[config.mk]
export PLATFORM = sky130hd
export DESIGN_NAME = emtc_top
export DESIGN_NICKNAME = d
export VERILOG_FILES = /design/src/emtc_pkg.sv /design/src/emtc_top.sv /design/src/emtc_wait_decode.sv
export VERILOG_INCLUDE_DIRS = /design/src
export SDC_FILE = /design/constraint.sdc
export NUM_CORES = 1
export LEC_CHECK = 0
export BUFFER_PORTS_ARGS = -buffer_cell sky130_fd_sc_hd__buf_2
export CELL_PAD_IN_SITES_DETAIL_PLACEMENT = 0
export CELL_PAD_IN_SITES_GLOBAL_PLACEMENT = 1
export CORE_MARGIN = 10
export CORE_UTILIZATION = 42
export CTS_CLUSTER_DIAMETER = 30
export DETAILED_ROUTE_END_ITERATION = 16
export PLACE_DENSITY = 0.83
export SYNTH_ARGS = -nofsm -noshare
export SYNTH_HDL_FRONTEND = slang
export SYNTH_HIERARCHICAL = 1
export SYNTH_SLANG_ARGS = --single-unit
export TNS_END_PERCENT = 20
[constraint.sdc]
create_clock -name core_clk -period 4.65 [get_ports core_clk]
set_clock_uncertainty 0.15 [all_clocks]
set_input_delay 0.93 -clock core_clk [delete_from_list [all_inputs] [get_ports core_clk]]
set_output_delay 0.93 -clock core_clk [all_outputs]
set_load 0.02 [all_outputs]
[src/emtc_cfg.svh]
// Offsets, field positions, reset values and timing tables of the
// external memory timing block. Assumes inclusion by bare name.
`ifndef EMTC_CFG_SVH
`define EMTC_CFG_SVH

`define EMTC_BWC_OFF   8'h00
`define EMTC_MTC_OFF   8'h04
`define EMTC_STS_OFF   8'h08

`define EMTC_BWC_RST   5'h1F
`define EMTC_MTC_RST   16'h0000
`define EMTC_MTC_RMASK 16'hFF7F

`define EMTC_F_A12     4:3
`define EMTC_F_A0      2:0
`define EMTC_F_TPC     15:14
`define EMTC_F_TRWL    11:10
`define EMTC_F_TRAS    9:8
`define EMTC_F_RSV     7
`define EMTC_F_BE      6
`define EMTC_F_SZ      5
`define EMTC_F_AMX     4:3
`define EMTC_F_REFRESH_ON    2
`define EMTC_F_REFRESH_KIND_SELECT   1
`define EMTC_F_EDO     0

`define EMTC_TRWL_RSV  2'h3
`define EMTC_AREA3     2'h3
`define EMTC_AREA0     2'h0
`define EMTC_COL_BASE  4'h8
`define EMTC_BEATS_M1  2'h3
`define EMTC_A3_CYC_M1 5'h03

// Cycles minus one, highest entry first (entry 7, or entry 3 in the four-entry tables)
`define EMTC_A0_FIRST  {5'h0A,5'h08,5'h06,5'h04,5'h03,5'h02,5'h01,5'h00}
`define EMTC_A0_PITCH  {5'h09,5'h07,5'h05,5'h03,5'h03,5'h02,5'h01,5'h01}
`define EMTC_CAS_TBL   {5'h02,5'h01,5'h00,5'h00}
`define EMTC_GAP_SR    {5'h0A,5'h07,5'h04,5'h01}

`define EMTC_RESP_OK   2'h0
`define EMTC_RESP_DEC  2'h3

`endif

[src/emtc_pkg.sv]
// Types shared by the external memory timing block.
// Assumes emtc_cfg.svh is compiled alongside.
package emtc_pkg;

    typedef enum logic [1:0] {
        MK_NORMAL = 2'h0,
        MK_DRAM   = 2'h1,
        MK_SDRAM  = 2'h2,
        MK_PSRAM  = 2'h3
    } emtc_kind_t;

    typedef enum logic [4:0] {
        ST_IDLE    = 5'h01,
        ST_ACCESS  = 5'h02,
        ST_GAP     = 5'h04,
        ST_REFRESH = 5'h08,
        ST_SELF    = 5'h10
    } emtc_state_t;

    typedef struct packed {
        logic [1:0] area;
        emtc_kind_t kind;
        logic       write;
        logic       burst;
    } emtc_req_t;

    typedef struct packed {
        logic       applies;
        logic       burst_mode;
        logic       bus_is_32;
        logic [3:0] col_bits;
        logic [1:0] sdram_shift;
        logic       edo_rise_sample;
        logic       ras_half_delay;
    } emtc_tim_t;

endpackage

[src/emtc_top.sv]
// External memory timing block: AXI4-Lite registers and access sequencer.
// Assumes one clock, requests synchronous to core_clk, a 10 MHz bus clock.
// Contract
// - Areas 1-2 normal memory: codes 0-3 add 0-3 waits; code 0 masks wait.
// - Areas 1-2 DRAM/SDRAM: codes give CAS period or latency 1,1,2,3.
// - Areas 1-2 honour external wait only for normal memory.
// - Area 0 first cycle waits 0,1,2,3,4,6,8,10; code 0 masks wait.
// - Area 0 later burst beats take 2,2,3,4,4,6,8,10 states, wait honoured.
// - Control register: DRAM in area 3, SDRAM in areas 2-3, pseudo-SRAM.
// - Control register clears on power-on reset only, not manual reset.
// - Precharge gap 1-4 cycles, or 2,5,8,11 after self-refresh.
// - SDRAM write adds write_to_activate_delay 1-3 before activate.
// - Refresh strobe 2-5 cycles; activate_block covers the gap after it, not the strobe.
// - Bit 7 reads zero; software writes zero.
// - Burst enable picks page or continuous mode; SDRAM always bursts.
// - Width bit picks 16 or 32 bits over bus width register.
// - Column select gives 8-11 column bits; SDRAM uses separate shift.
// - Periodic refresh ends a running cycle and starts the refresh.
// - Self-refresh waits for cycle end; refresh requests then ignored.
// - EDO in area 3 DRAM: rising-edge sampling, half-cycle RAS delay.
`timescale 1ns/1ns
`include "emtc_cfg.svh"
module emtc_top (
    input  wire logic                core_clk,
    input  wire logic                rst_n,
    input  wire logic                clk_en,
    input  wire logic                manual_rst_n,
    input  wire logic [31:0]         s_axi_awaddr,
    input  wire logic                s_axi_awvalid,
    output logic                     s_axi_awready,
    input  wire logic [31:0]         s_axi_wdata,
    input  wire logic [3:0]          s_axi_wstrb,
    input  wire logic                s_axi_wvalid,
    output logic                     s_axi_wready,
    output logic [1:0]               s_axi_bresp,
    output logic                     s_axi_bvalid,
    input  wire logic                s_axi_bready,
    input  wire logic [31:0]         s_axi_araddr,
    input  wire logic                s_axi_arvalid,
    output logic                     s_axi_arready,
    output logic [31:0]              s_axi_rdata,
    output logic [1:0]               s_axi_rresp,
    output logic                     s_axi_rvalid,
    input  wire logic                s_axi_rready,
    input  wire emtc_pkg::emtc_req_t acc_req,
    input  wire logic                acc_valid,
    output logic                     acc_ready,
    output logic                     acc_done,
    output logic                     acc_abort,
    input  wire logic                ext_wait,
    input  wire logic                refresh_req,
    input  wire logic                bus_width_config_register_wide,
    output emtc_pkg::emtc_tim_t      tim,
    output logic                     refresh_strobe,
    output logic                     self_refresh,
    output logic                     activate_block,
    output logic                     mtc_ready
);
    logic                  rs1_ff;
    logic                  rs2_ff;
    logic                  aw_held_ff;
    logic [7:0]            aw_addr_ff;
    logic                  w_held_ff;
    logic [15:0]           w_data_ff;
    logic [1:0]            w_strb_ff;
    logic                  bvalid_ff;
    logic [1:0]            bresp_ff;
    logic                  rvalid_ff;
    logic [31:0]           rdata_ff;
    logic [1:0]            rresp_ff;
    logic [4:0]            bwc_ff;
    logic [15:0]           mtc_ff;
    logic                  init_ff;
    emtc_pkg::emtc_state_t state_ff;
    emtc_pkg::emtc_state_t nxt_state;
    logic [4:0]            cnt_ff;
    logic [4:0]            nxt_cnt;
    logic [1:0]            beats_ff;
    logic [1:0]            nxt_beats;
    logic                  first_ff;
    logic                  nxt_first;
    emtc_pkg::emtc_req_t   req_ff;
    logic                  ref_pend_ff;
    logic                  done_ff;
    logic                  abort_ff;
    logic                  nxt_done;
    logic                  nxt_abort;
    emtc_pkg::emtc_tim_t   tim_ff;
    logic [4:0]            first_m1;
    logic [4:0]            pitch_m1;
    logic                  en_first;
    logic                  en_beat;
    logic [4:0]            gap_m1;
    logic [4:0]            gap_wr_m1;
    logic [4:0]            gap_sr_m1;
    logic [4:0]            strobe_m1;

    wire rst_sync_n = rs2_ff;
    wire mrst       = !manual_rst_n;

    // Bus slave: address and data taken in either order, answer follows
    wire aw_hs  = s_axi_awvalid & s_axi_awready;
    wire w_hs   = s_axi_wvalid & s_axi_wready;
    wire ar_hs  = s_axi_arvalid & s_axi_arready;
    wire do_wr  = aw_held_ff & w_held_ff & !bvalid_ff;
    wire wr_bwc = do_wr & (aw_addr_ff == `EMTC_BWC_OFF);
    wire wr_mtc = do_wr & (aw_addr_ff == `EMTC_MTC_OFF);
    wire wr_hit = wr_bwc | wr_mtc | (aw_addr_ff == `EMTC_STS_OFF);
    assign s_axi_awready = !aw_held_ff & !bvalid_ff;
    assign s_axi_wready  = !w_held_ff & !bvalid_ff;
    assign s_axi_arready = !rvalid_ff;
    assign s_axi_bvalid  = bvalid_ff;
    assign s_axi_bresp   = bresp_ff;
    assign s_axi_rvalid  = rvalid_ff;
    assign s_axi_rdata   = rdata_ff;
    assign s_axi_rresp   = rresp_ff;

    // Byte-lane merge; reserved bit forced low, reserved delay code kept out
    wire [15:0] mtc_lanes = {w_strb_ff[1] ? w_data_ff[15:8] : mtc_ff[15:8],
                             w_strb_ff[0] ? w_data_ff[7:0] : mtc_ff[7:0]};
    wire        trwl_bad  = mtc_lanes[`EMTC_F_TRWL] == `EMTC_TRWL_RSV;
    wire [15:0] mtc_new   = {mtc_lanes[15:12],
                             trwl_bad ? mtc_ff[`EMTC_F_TRWL]
                                      : mtc_lanes[`EMTC_F_TRWL],
                             mtc_lanes[9:0]} & `EMTC_MTC_RMASK;
    wire [4:0]  bwc_new   = w_strb_ff[0] ? w_data_ff[4:0] : bwc_ff;

    wire [7:0]  rd_addr = s_axi_araddr[7:0];
    wire        rd_bwc  = rd_addr == `EMTC_BWC_OFF;
    wire        rd_mtc  = rd_addr == `EMTC_MTC_OFF;
    wire        rd_sts  = rd_addr == `EMTC_STS_OFF;
    wire [31:0] rd_mux  = rd_bwc ? {27'h0, bwc_ff}
                        : rd_mtc ? {16'h0, mtc_ff}
                        : rd_sts ? {25'h0, init_ff, ref_pend_ff, state_ff}
                        : 32'h0;

    wire cbr_mode  = mtc_ff[`EMTC_F_REFRESH_ON] & !mtc_ff[`EMTC_F_REFRESH_KIND_SELECT];
    wire self_mode = mtc_ff[`EMTC_F_REFRESH_ON] & mtc_ff[`EMTC_F_REFRESH_KIND_SELECT];
    wire st_idle   = state_ff == emtc_pkg::ST_IDLE;
    wire st_access = state_ff == emtc_pkg::ST_ACCESS;
    wire st_self   = state_ff == emtc_pkg::ST_SELF;
    wire ref_go    = ref_pend_ff & cbr_mode;
    wire ref_take_hold = state_ff == emtc_pkg::ST_REFRESH;
    wire ref_take  = nxt_state == emtc_pkg::ST_REFRESH && !ref_take_hold;

    // Decode the incoming request at launch, the held one afterwards
    wire emtc_pkg::emtc_req_t dreq = st_idle ? acc_req : req_ff;
    wire is_sd   = dreq.kind == emtc_pkg::MK_SDRAM;
    wire applies = (dreq.kind == emtc_pkg::MK_DRAM
                    && dreq.area == `EMTC_AREA3)
                 | (is_sd && dreq.area[1])
                 | (dreq.kind == emtc_pkg::MK_PSRAM);
    wire bursty  = is_sd | (dreq.burst & (applies ? mtc_ff[`EMTC_F_BE]
                   : dreq.kind == emtc_pkg::MK_NORMAL));
    wire edo     = mtc_ff[`EMTC_F_EDO] & applies & !is_sd
                 & (dreq.kind == emtc_pkg::MK_DRAM);
    wire emtc_pkg::emtc_tim_t tim_new = '{
        applies:         applies,
        burst_mode:      bursty,
        bus_is_32:       applies ? mtc_ff[`EMTC_F_SZ] : bus_width_config_register_wide,
        col_bits:        `EMTC_COL_BASE + {2'h0, mtc_ff[`EMTC_F_AMX]},
        sdram_shift:     is_sd ? mtc_ff[`EMTC_F_AMX] : 2'h0,
        edo_rise_sample: edo,
        ras_half_delay:  edo
    };

    wire wait_en  = first_ff ? en_first : en_beat;
    wire sd_write = req_ff.kind == emtc_pkg::MK_SDRAM && req_ff.write;

    assign acc_ready      = st_idle & !self_mode & !ref_go;
    assign acc_done       = done_ff;
    assign acc_abort      = abort_ff;
    assign tim            = tim_ff;
    assign refresh_strobe = state_ff == emtc_pkg::ST_REFRESH;
    assign self_refresh   = st_self;
    assign activate_block = state_ff == emtc_pkg::ST_GAP;
    assign mtc_ready      = init_ff;

    emtc_wait_decode u_dec (
        .a0_code   (bwc_ff[`EMTC_F_A0]),
        .a12_code  (bwc_ff[`EMTC_F_A12]),
        .tpc       (mtc_ff[`EMTC_F_TPC]),
        .trwl      (mtc_ff[`EMTC_F_TRWL]),
        .tras      (mtc_ff[`EMTC_F_TRAS]),
        .req       (dreq),
        .first_m1  (first_m1),
        .pitch_m1  (pitch_m1),
        .en_first  (en_first),
        .en_beat   (en_beat),
        .gap_m1    (gap_m1),
        .gap_wr_m1 (gap_wr_m1),
        .gap_sr_m1 (gap_sr_m1),
        .strobe_m1 (strobe_m1)
    );

    always_comb begin
        nxt_state = state_ff;
        nxt_cnt   = cnt_ff;
        nxt_beats = beats_ff;
        nxt_first = first_ff;
        nxt_done  = 1'b0;
        nxt_abort = 1'b0;
        case (state_ff)
            emtc_pkg::ST_IDLE: begin
                if (self_mode) begin
                    nxt_state = emtc_pkg::ST_SELF;
                end else if (ref_go) begin
                    nxt_state = emtc_pkg::ST_REFRESH;
                    nxt_cnt   = strobe_m1;
                end else if (acc_valid) begin
                    nxt_state = emtc_pkg::ST_ACCESS;
                    nxt_cnt   = first_m1;
                    nxt_first = 1'b1;
                    nxt_beats = bursty ? `EMTC_BEATS_M1 : 2'h0;
                end
            end
            emtc_pkg::ST_ACCESS: begin
                if (ref_go) begin
                    nxt_state = emtc_pkg::ST_REFRESH;
                    nxt_cnt   = strobe_m1;
                    nxt_abort = 1'b1;
                end else if (cnt_ff != 5'h00) begin
                    nxt_cnt = cnt_ff - 5'h01;
                end else if (wait_en & ext_wait) begin
                    nxt_cnt = cnt_ff;
                end else if (beats_ff != 2'h0) begin
                    nxt_beats = beats_ff - 2'h1;
                    nxt_first = 1'b0;
                    nxt_cnt   = pitch_m1;
                end else begin
                    nxt_done  = 1'b1;
                    nxt_state = self_mode ? emtc_pkg::ST_SELF
                                          : emtc_pkg::ST_GAP;
                    nxt_cnt   = sd_write ? gap_wr_m1 : gap_m1;
                end
            end
            emtc_pkg::ST_GAP: begin
                if (cnt_ff != 5'h00) begin
                    nxt_cnt = cnt_ff - 5'h01;
                end else begin
                    nxt_state = emtc_pkg::ST_IDLE;
                end
            end
            emtc_pkg::ST_REFRESH: begin
                if (cnt_ff != 5'h00) begin
                    nxt_cnt = cnt_ff - 5'h01;
                end else begin
                    nxt_state = emtc_pkg::ST_GAP;
                    nxt_cnt   = gap_m1;
                end
            end
            emtc_pkg::ST_SELF: begin
                if (!self_mode) begin
                    nxt_state = emtc_pkg::ST_GAP;
                    nxt_cnt   = gap_sr_m1;
                end
            end
            default: begin
                nxt_state = emtc_pkg::ST_IDLE;
            end
        endcase
    end

    always_ff @(posedge core_clk or negedge rst_n) begin
        if (!rst_n) begin
            rs1_ff <= 1'b0;
            rs2_ff <= 1'b0;
        end else if (clk_en) begin
            rs1_ff <= 1'b1;
            rs2_ff <= rs1_ff;
        end
    end

    // Power-on reset only: manual reset must not disturb these
    always_ff @(posedge core_clk or negedge rst_sync_n) begin
        if (!rst_sync_n) begin
            mtc_ff  <= `EMTC_MTC_RST;
            bwc_ff  <= `EMTC_BWC_RST;
            init_ff <= 1'b0;
        end else if (clk_en) begin
            if (wr_mtc) mtc_ff <= mtc_new;
            if (wr_bwc) bwc_ff <= bwc_new;
            if (wr_mtc) init_ff <= 1'b1;
        end
    end

    always_ff @(posedge core_clk or negedge rst_sync_n) begin
        if (!rst_sync_n) begin
            aw_held_ff <= 1'b0;
            w_held_ff  <= 1'b0;
            bvalid_ff  <= 1'b0;
            rvalid_ff  <= 1'b0;
        end else if (clk_en) begin
            aw_held_ff <= aw_hs | (aw_held_ff & !do_wr);
            w_held_ff  <= w_hs | (w_held_ff & !do_wr);
            bvalid_ff  <= do_wr | (bvalid_ff & !s_axi_bready);
            rvalid_ff  <= ar_hs | (rvalid_ff & !s_axi_rready);
        end
    end

    // Payload registers carry no reset; valid flags guard them
    always_ff @(posedge core_clk) begin
        if (clk_en) begin
            if (aw_hs) aw_addr_ff <= s_axi_awaddr[7:0];
            if (w_hs) w_data_ff <= s_axi_wdata[15:0];
            if (w_hs) w_strb_ff <= s_axi_wstrb[1:0];
            if (do_wr) bresp_ff <= wr_hit ? `EMTC_RESP_OK : `EMTC_RESP_DEC;
            if (ar_hs) rdata_ff <= rd_mux;
            if (ar_hs) rresp_ff <= (rd_bwc | rd_mtc | rd_sts)
                                   ? `EMTC_RESP_OK : `EMTC_RESP_DEC;
        end
    end

    always_ff @(posedge core_clk or negedge rst_sync_n) begin
        if (!rst_sync_n) begin
            state_ff    <= emtc_pkg::ST_IDLE;
            cnt_ff      <= 5'h00;
            beats_ff    <= 2'h0;
            first_ff    <= 1'b0;
            req_ff      <= '0;
            tim_ff      <= '0;
            ref_pend_ff <= 1'b0;
            done_ff     <= 1'b0;
            abort_ff    <= 1'b0;
        end else if (clk_en) begin
            state_ff    <= mrst ? emtc_pkg::ST_IDLE : nxt_state;
            cnt_ff      <= mrst ? 5'h00 : nxt_cnt;
            beats_ff    <= mrst ? 2'h0 : nxt_beats;
            first_ff    <= nxt_first;
            done_ff     <= nxt_done & !mrst;
            abort_ff    <= nxt_abort & !mrst;
            if (st_idle & acc_valid & acc_ready) req_ff <= acc_req;
            if (st_idle & acc_valid & acc_ready) tim_ff <= tim_new;
            // A new request beats the take; self-refresh drops them all
            ref_pend_ff <= !mrst & !st_self
                         & ((refresh_req & mtc_ff[`EMTC_F_REFRESH_ON])
                            | (ref_pend_ff & !ref_take));
        end
    end
endmodule

[src/emtc_wait_decode.sv]
// Wait, pitch, gap and strobe cycle counts (minus one) for one request.
// Assumes the register fields are stable while a request is decoded.
`timescale 1ns/1ns
`include "emtc_cfg.svh"
module emtc_wait_decode (
    input  wire logic [2:0]       a0_code,
    input  wire logic [1:0]       a12_code,
    input  wire logic [1:0]       tpc,
    input  wire logic [1:0]       trwl,
    input  wire logic [1:0]       tras,
    input  wire emtc_pkg::emtc_req_t req,
    output logic      [4:0]       first_m1,
    output logic      [4:0]       pitch_m1,
    output logic                  en_first,
    output logic                  en_beat,
    output logic      [4:0]       gap_m1,
    output logic      [4:0]       gap_wr_m1,
    output logic      [4:0]       gap_sr_m1,
    output logic      [4:0]       strobe_m1
);
    wire [39:0] a0_first = `EMTC_A0_FIRST;
    wire [39:0] a0_pitch = `EMTC_A0_PITCH;
    wire [19:0] cas_tbl  = `EMTC_CAS_TBL;
    wire [19:0] sr_tbl   = `EMTC_GAP_SR;
    wire        is_a0    = req.area == `EMTC_AREA0;
    wire        is_a3    = req.area == `EMTC_AREA3;
    wire        normal   = req.kind == emtc_pkg::MK_NORMAL;
    wire [4:0]  a12_m1   = normal ? {3'h0, a12_code}
                                  : cas_tbl[5*a12_code +: 5];
    wire [4:0]  rest_m1  = is_a3 ? `EMTC_A3_CYC_M1 : a12_m1;

    assign first_m1  = is_a0 ? a0_first[5*a0_code +: 5] : rest_m1;
    assign pitch_m1  = is_a0 ? a0_pitch[5*a0_code +: 5] : rest_m1;
    // Wait pin counts for any memory in area 0, only normal memory elsewhere; code zero masks it in areas 1-2 and for the area 0 first cycle
    assign en_first  = is_a0 ? (a0_code != 3'h0)
                     : normal & (is_a3 | (a12_code != 2'h0));
    assign en_beat   = is_a0 | (normal & (is_a3 | (a12_code != 2'h0)));
    assign gap_m1    = {3'h0, tpc};
    assign gap_wr_m1 = {3'h0, tpc} + {3'h0, trwl} + 5'h01;
    assign gap_sr_m1 = sr_tbl[5*tpc +: 5];
    assign strobe_m1 = {3'h0, tras} + 5'h01;
endmodule
==> results of run 1 <==
flip-flops by register name, summed over array words and instances, names as in the netlist, 2 cells and up:
register	flops
w_strb_ff	2
tim	9
beats_ff	2
state_ff	5
bwc_ff	5
cnt_ff	5
mtc_ff	15
req_ff	6
w_data_ff	15
aw_addr_ff	8
s_axi_rdata	15
cells in the final DEF, fill, tap and decap left out, drive strengths merged, types with 10 or more instances in the layout:
master,n
buf,100
dfrtp,52
nor2,48
edfxtp,42
nand2,38
mux2,33
inv,29
conb,28
o21ai,24
a21oi,21
nand3,15
mux2i,13
ha,12
clkbuf,10
per-stage QoR:
step / hold slack [ns] / utilization (%) / area [um2]
2_1_floorplan: 0.281 / - / 5610
3_3_place_gp: -0.0798 / 47.3 / 6020
3_5_place_dp: -0.0786 / 47.3 / 6020
4_1_cts: 0.183 / 49.8 / 6330
5_1_grt: 0.179 / 49.8 / 6330
6_report: 0.192 / 49.8 / 6330
layout make-up:
type / count / area, um2
fillers: 1217 / 6390
flip-flops and latches: 100 / 2720
multi-input cells: 362 / 2460
repair buffers: 101 / 531
clock buffers: 10 / 229
well taps: 172 / 215
inverters: 26 / 97.6
clock inverters: 6 / 78.8
path summary, 6_finish.rpt:
kind | startpoint | end | slack, ns | cells after the start
max in group asynchronous | rs2_ff | beats_ff[1] | 3.61 | 1
max reg2reg | state_ff[0] | beats_ff[1] | 0.50 | 11
min reg2reg | rs2_ff | mtc_ff[6] | 0.28 | 1
min in group core_clk | tim[7] | tim[7] | 0.31 | 1
max | state_ff[0] | beats_ff[1] | 0.50 | 11
min | rst_n | rs1_ff | 0.19 | 1
what timing repair did:
item                                   4_1_cts  5_1_grt
endpoints found under the hold margin        4        0
resized for setup                            0        0
hold buffers                                 1        0
worst max-delay path: cells and delay by family, from the launching register on:
kind,cells,cell delay [ns]
AO/OA/AOI/OAI,7,1.66
AND/OR/NAND/NOR,2,0.85
multiplexers,2,0.72
flip-flops,1,0.65
layer usage:
metal	routed length (um)	vias to the layer above	part of all wire, %
met2	6620	144	47
met3	944	22	6.7
met4	274	0	1.9
li1	-	1993	-
met5	0	-	0
met1	6250	2013	44
power groups by stage:
stage | sequential [uW] | combinational [uW] | clock [uW]
2_1_floorplan | 1100 | 398 | 0
3_3_place_gp | 1100 | 548 | 0
3_5_place_dp | 1100 | 552 | 0
4_1_cts | 1080 | 555 | 804
5_1_grt | 1100 | 609 | 845
6_report | 1090 | 555 | 792
==> summary.md, run 1 <==
| Metric | Value |
|---|---|
| Status | `finished clean` |
| Reg clk slew, reported paths | `0.07 ns` |
| Worst Hold Class | `in -> async` |
| Clock Path Buffers | `2` |
| Combinational power share | `22.8%` |
| Critical path's largest stage delay | `0.65 ns` |
| Worst-Margin Slew | `0.886 ns` |
| Root Buffer | `clkbuf_16` |
| Vias in the first global route | `4,335` |
| Largest net degree at the start of global routing | `53` |
| Post-Route WL | `14,100 um` |
| Pre-antenna DRT Iters | `5` |
| Met2 Resource Use GR | `24.5%` |
| Die X | `135 um` |
| DR DRC count | `0` |
| Pwr dens | `384 mW/mm2` |
| Die H | `135 um` |
| Slew Viols, Final | `0` |
| Slowest stage cell, crit path | `dfstp_2` |
| Syn avg cell area | `10.7 um2` |
| Critical Path Fanout Max | `14` |
| DR vias | `4,172` |
| Initial core utilization | `43.4%` |
| Latest clock arrival within the worst-skew pair | `0.36 ns` |
| Clk sink count | `100` |
| Rel. slew slack | `40.8%` |
| Max Cap Viol | `0` |
| Pre-CTS setup slack | `0.581 ns` |
| Netlist Area Pre-Place | `0.00552 mm2` |
| Worst setup EP type | `register` |
| Dpl cells | `760` |
| Final RePlAce weighted congestion | `0.885` |
| Global-route usage over all layers | `15.6%` |
| WS Path Type | `reg -> reg` |
| Final hold vios | `0` |
| Peak VDD IR | `295 uV` |
| Power consumption | `2430 uW` |
| FMAX | `241 MHz` |
| Switching Fraction | `31.8%` |
| NetSw | `775 uW` |
| Crit share post-route | `89.2%` |
| # nets final | `732` |
| Worst path required time | `4.75 ns` |
| WP data arrival | `4.24 ns` |
| Core area | `0.0127 mm2` |
| Post-CTS Setup Bufs | `0` |
| Area grow syn2layout | `14.8%` |
| H-tree Lvls | `3` |
| RSZ-0062 raised after global routing | `no` |
| CTS tree | `done` |
| Crit path launch type | `register` |
| PnR worst setup slack | `0.504 ns` |
| Syn Inst Count | `514` |
| Warnings, synthesis | `6` |
| Cts bufs inserted | `9` |
| Vias per cell | `5.37` |
| P_leak | `0.00282 uW` |
| Total Die Area | `0.0181 mm2` |
| Final ANT Viol Nets | `0` |
| GRT Max-Usage Layer | `met2` |
| Antenna violations before repair | `1` |
| First-pass GRT wire length | `22,600 um` |
| Setup Viol. Count Final | `0` |
| Port Buffer Count | `92` |
| Post-DP HPWL | `10,600 um` |
| Routed wire per std cell | `18.1 um` |
| Min Tclk post-route | `4.15 ns` |
| GR Layer Usage met3 | `4.53%` |
| Clock network power share | `32.5%` |
| FP Rows | `41` |
| Setup_tns | `0 ns` |
| Int Pwr | `1660 uW` |
| DR iter-0 viols | `316` |
| Seq pwr share | `44.6%` |
| Cell Count, Final, Fillers Out | `777` |
| Total grt overflow | `0` |
| Routing usage on met1 | `19.8%` |
| Layout cells sized above 1 | `28.9%` |
| Num ports | `178` |
| Ant. Diodes | `0` |
| CP cell instances | `or4b_4 -> nor2_4 -> mux2_2 -> a211o_1 -> a21o_1 -> a21boi_1 -> mux2_2 -> a21o_1 -> o32ai_1 -> o21ai_0 -> a221o_1` |
Power figures use the tool's default switching activity.
==> inputs of run 2 (changes only) <==
ABC_AREA = 1   (was default)
CORE_ASPECT_RATIO = 1.75   (was default)
CORE_UTILIZATION = 40   (was 42)
PLACE_DENSITY = 0.82   (was 0.83)
==> run 2 against run 1 <==
Net effect: design area down 0.57%; synthesized cell count up 22%; routed wire length up 2.4%; final cell count up 15%; largest cell class unchanged; largest power group unchanged.
==> summary.md, run 2 <==
| Metric | Value |
|---|---|
| FMAX | `315 MHz` |
| Die H | `175 um` |
| Pwr dens | `397 mW/mm2` |
| DR vias | `4,501` |
| Num ports | `178` |
| Min Tclk post-route | `3.17 ns` |
| Most frequent cells in the layout | `139 x nand2_1, 92 x buf_2, 69 x inv_1` |
| Crit share post-route | `68.3%` |
| Slew Viols, Final | `0` |
| Die X | `109 um` |
| Routed wire per std cell | `16.1 um` |
| Post-Route WL | `14,400 um` |
| Total grt overflow | `0` |
| Worst setup EP type | `register` |
| Worst Hold Class | `in -> async` |
| Placement Cell Area | `0.00600 mm2` |
| Worst path required time | `4.78 ns` |
| Latest clock arrival within the worst-skew pair | `0.35 ns` |
| Worst reg2reg endpoint | `beats_ff[0]` |
| DR DRC count | `0` |
| Combinational power share | `27.1%` |
| Post-CTS Setup Bufs | `0` |
| WP data arrival | `3.31 ns` |
| Area grow syn2layout | `14.1%` |
| Final RePlAce weighted congestion | `0.879` |
| Root Buffer | `clkbuf_16` |
| R2R setup slack | `1.48 ns` |
| Crit path launch type | `register` |
| Switching Fraction | `36.0%` |
| Dpl cells | `879` |
| Peak VDD IR | `289 uV` |
| Global-route usage over all layers | `15.5%` |
| Syn Inst Count | `629` |
| Clock network power share | `29.6%` |
| Final Cell Area | `0.00630 mm2` |
| Int Pwr | `1600 uW` |
| Path depth of the worst reg2reg path | `19` |
| Reg clk slew, reported paths | `0.07 ns` |
| Setup Viol. Count Final | `0` |
| Pre-antenna DRT Iters | `5` |
| Antenna violations before repair | `0` |
| Core area | `0.0135 mm2` |
| R2R Path Start | `state_ff[4]` |
| DR iter-0 viols | `219` |
| Critical Path Fanout Max | `11` |
| Cts bufs inserted | `9` |
| Port Buffer Count | `92` |
| Hold_buf cts | `0` |
| P_leak | `0.00297 uW` |
| Max Cap Viol | `0` |
| Initial core utilization | `41.0%` |
| Largest net degree at the start of global routing | `58` |
| First-pass GRT wire length | `23,400 um` |
| Power consumption | `2500 uW` |
| # nets final | `848` |
| PnR worst setup slack | `1.48 ns` |
| Rel. slew slack | `48.1%` |
| Worst-Margin Slew | `0.778 ns` |
| Layout cells sized above 1 | `23.7%` |
| Warnings, synthesis | `6` |
| Final ANT Viol Nets | `0` |
| Pre-CTS setup slack | `1.48 ns` |
| Post-cts resize count | `0` |
| Cell Count, Final, Fillers Out | `895` |
| Vias per cell | `5.03` |
| WS Path Type | `reg -> reg` |
| Clock Path Buffers | `2` |
| Final hold vios | `0` |
| Setup_tns | `0 ns` |
| Seq pwr share | `43.3%` |
| RSZ-0062 raised after global routing | `no` |
| H-tree Lvls | `3` |
| Netlist Area Pre-Place | `0.00552 mm2` |
| Post-DP HPWL | `11,200 um` |
| Syn avg cell area | `8.77 um2` |
| Status | `finished clean` |
| Total Die Area | `0.0191 mm2` |
| Clk sink count | `100` |
| Ant. Diodes | `0` |
| Commonest non-fill, non-tap cell in the layout | `nand2_1` |
| NetSw | `898 uW` |
| Vias in the first global route | `4,675` |
| CTS tree | `done` |
| FP Rows | `56` |
[run 2: worst max path at each step]
stage	from	depth (start not counted)	slack, ns	end
after floorplan	clk_en	4	1.87	w_data_ff[0]
after global placement	acc_req[4]	19	1.50	beats_ff[1]
after detailed placement	acc_req[4]	19	1.48	beats_ff[0]
after CTS	state_ff[4]	19	1.46	beats_ff[0]
after global routing	state_ff[4]	19	1.22	beats_ff[0]
final	state_ff[4]	19	1.48	beats_ff[0]
[run 2: routing by layer]
| layer | up-vias | share of wire (%) | track usage [%] |
|---|---|---|---|
| met4 | 0 | 3.0 | 6.13 |
| met1 | 2114 | 38 | 16.8 |
| li1 | 2194 | - | - |
| met3 | 32 | 5.3 | 3.23 |
| met2 | 161 | 54 | 28.0 |
| met5 | - | 0 | 0 |
[run 2: power groups by stage]
stage	Sequential [uW]	Clock, uW	Combinational [uW]
floorplan	1120	0	465
global placement	1090	0	669
detailed placement	1100	0	678
CTS	1080	756	682
global route	1090	795	759
finish	1080	740	677
[run 2: cell type report]
type | instances | area (um2)
Fill cell | 1322 | 7160
Inverter | 81 | 312
Timing Repair Buffer | 95 | 483
Tap cell | 174 | 218
Clock inverter | 7 | 67.6
Sequential cell | 100 | 2720
Multi-Input combinational cell | 429 | 2270
Clock buffer | 9 | 225
[run 2: worst max-delay path, cell delays in order, from the launching register on]
cell and delay, ns:
dfrtp_1 0.41, inv_1 0.39, nand3_4 0.26, nand2_2 0.10, nand2_1 0.08, inv_1 0.12, nand2_1 0.16, nand2_1 0.11
nand2_1 0.07, o21ai_1 0.15, o21ai_0 0.11, nor2_1 0.25, nor2_1 0.13, nand3_1 0.09, o21ai_1 0.09, nand2_1 0.10
nor2_1 0.04, nor2_1 0.14, nand2_1 0.08, nand2_1 0.07
[run 2: per-stage QoR]
step / hold slack [ns] / util [%]
after floorplan: 0.287 / -
after global placement: 0.289 / 44.6
after detailed placement: 0.300 / 44.6
after CTS: 0.198 / 46.8
after global routing: 0.190 / 46.8
final: 0.207 / 46.8
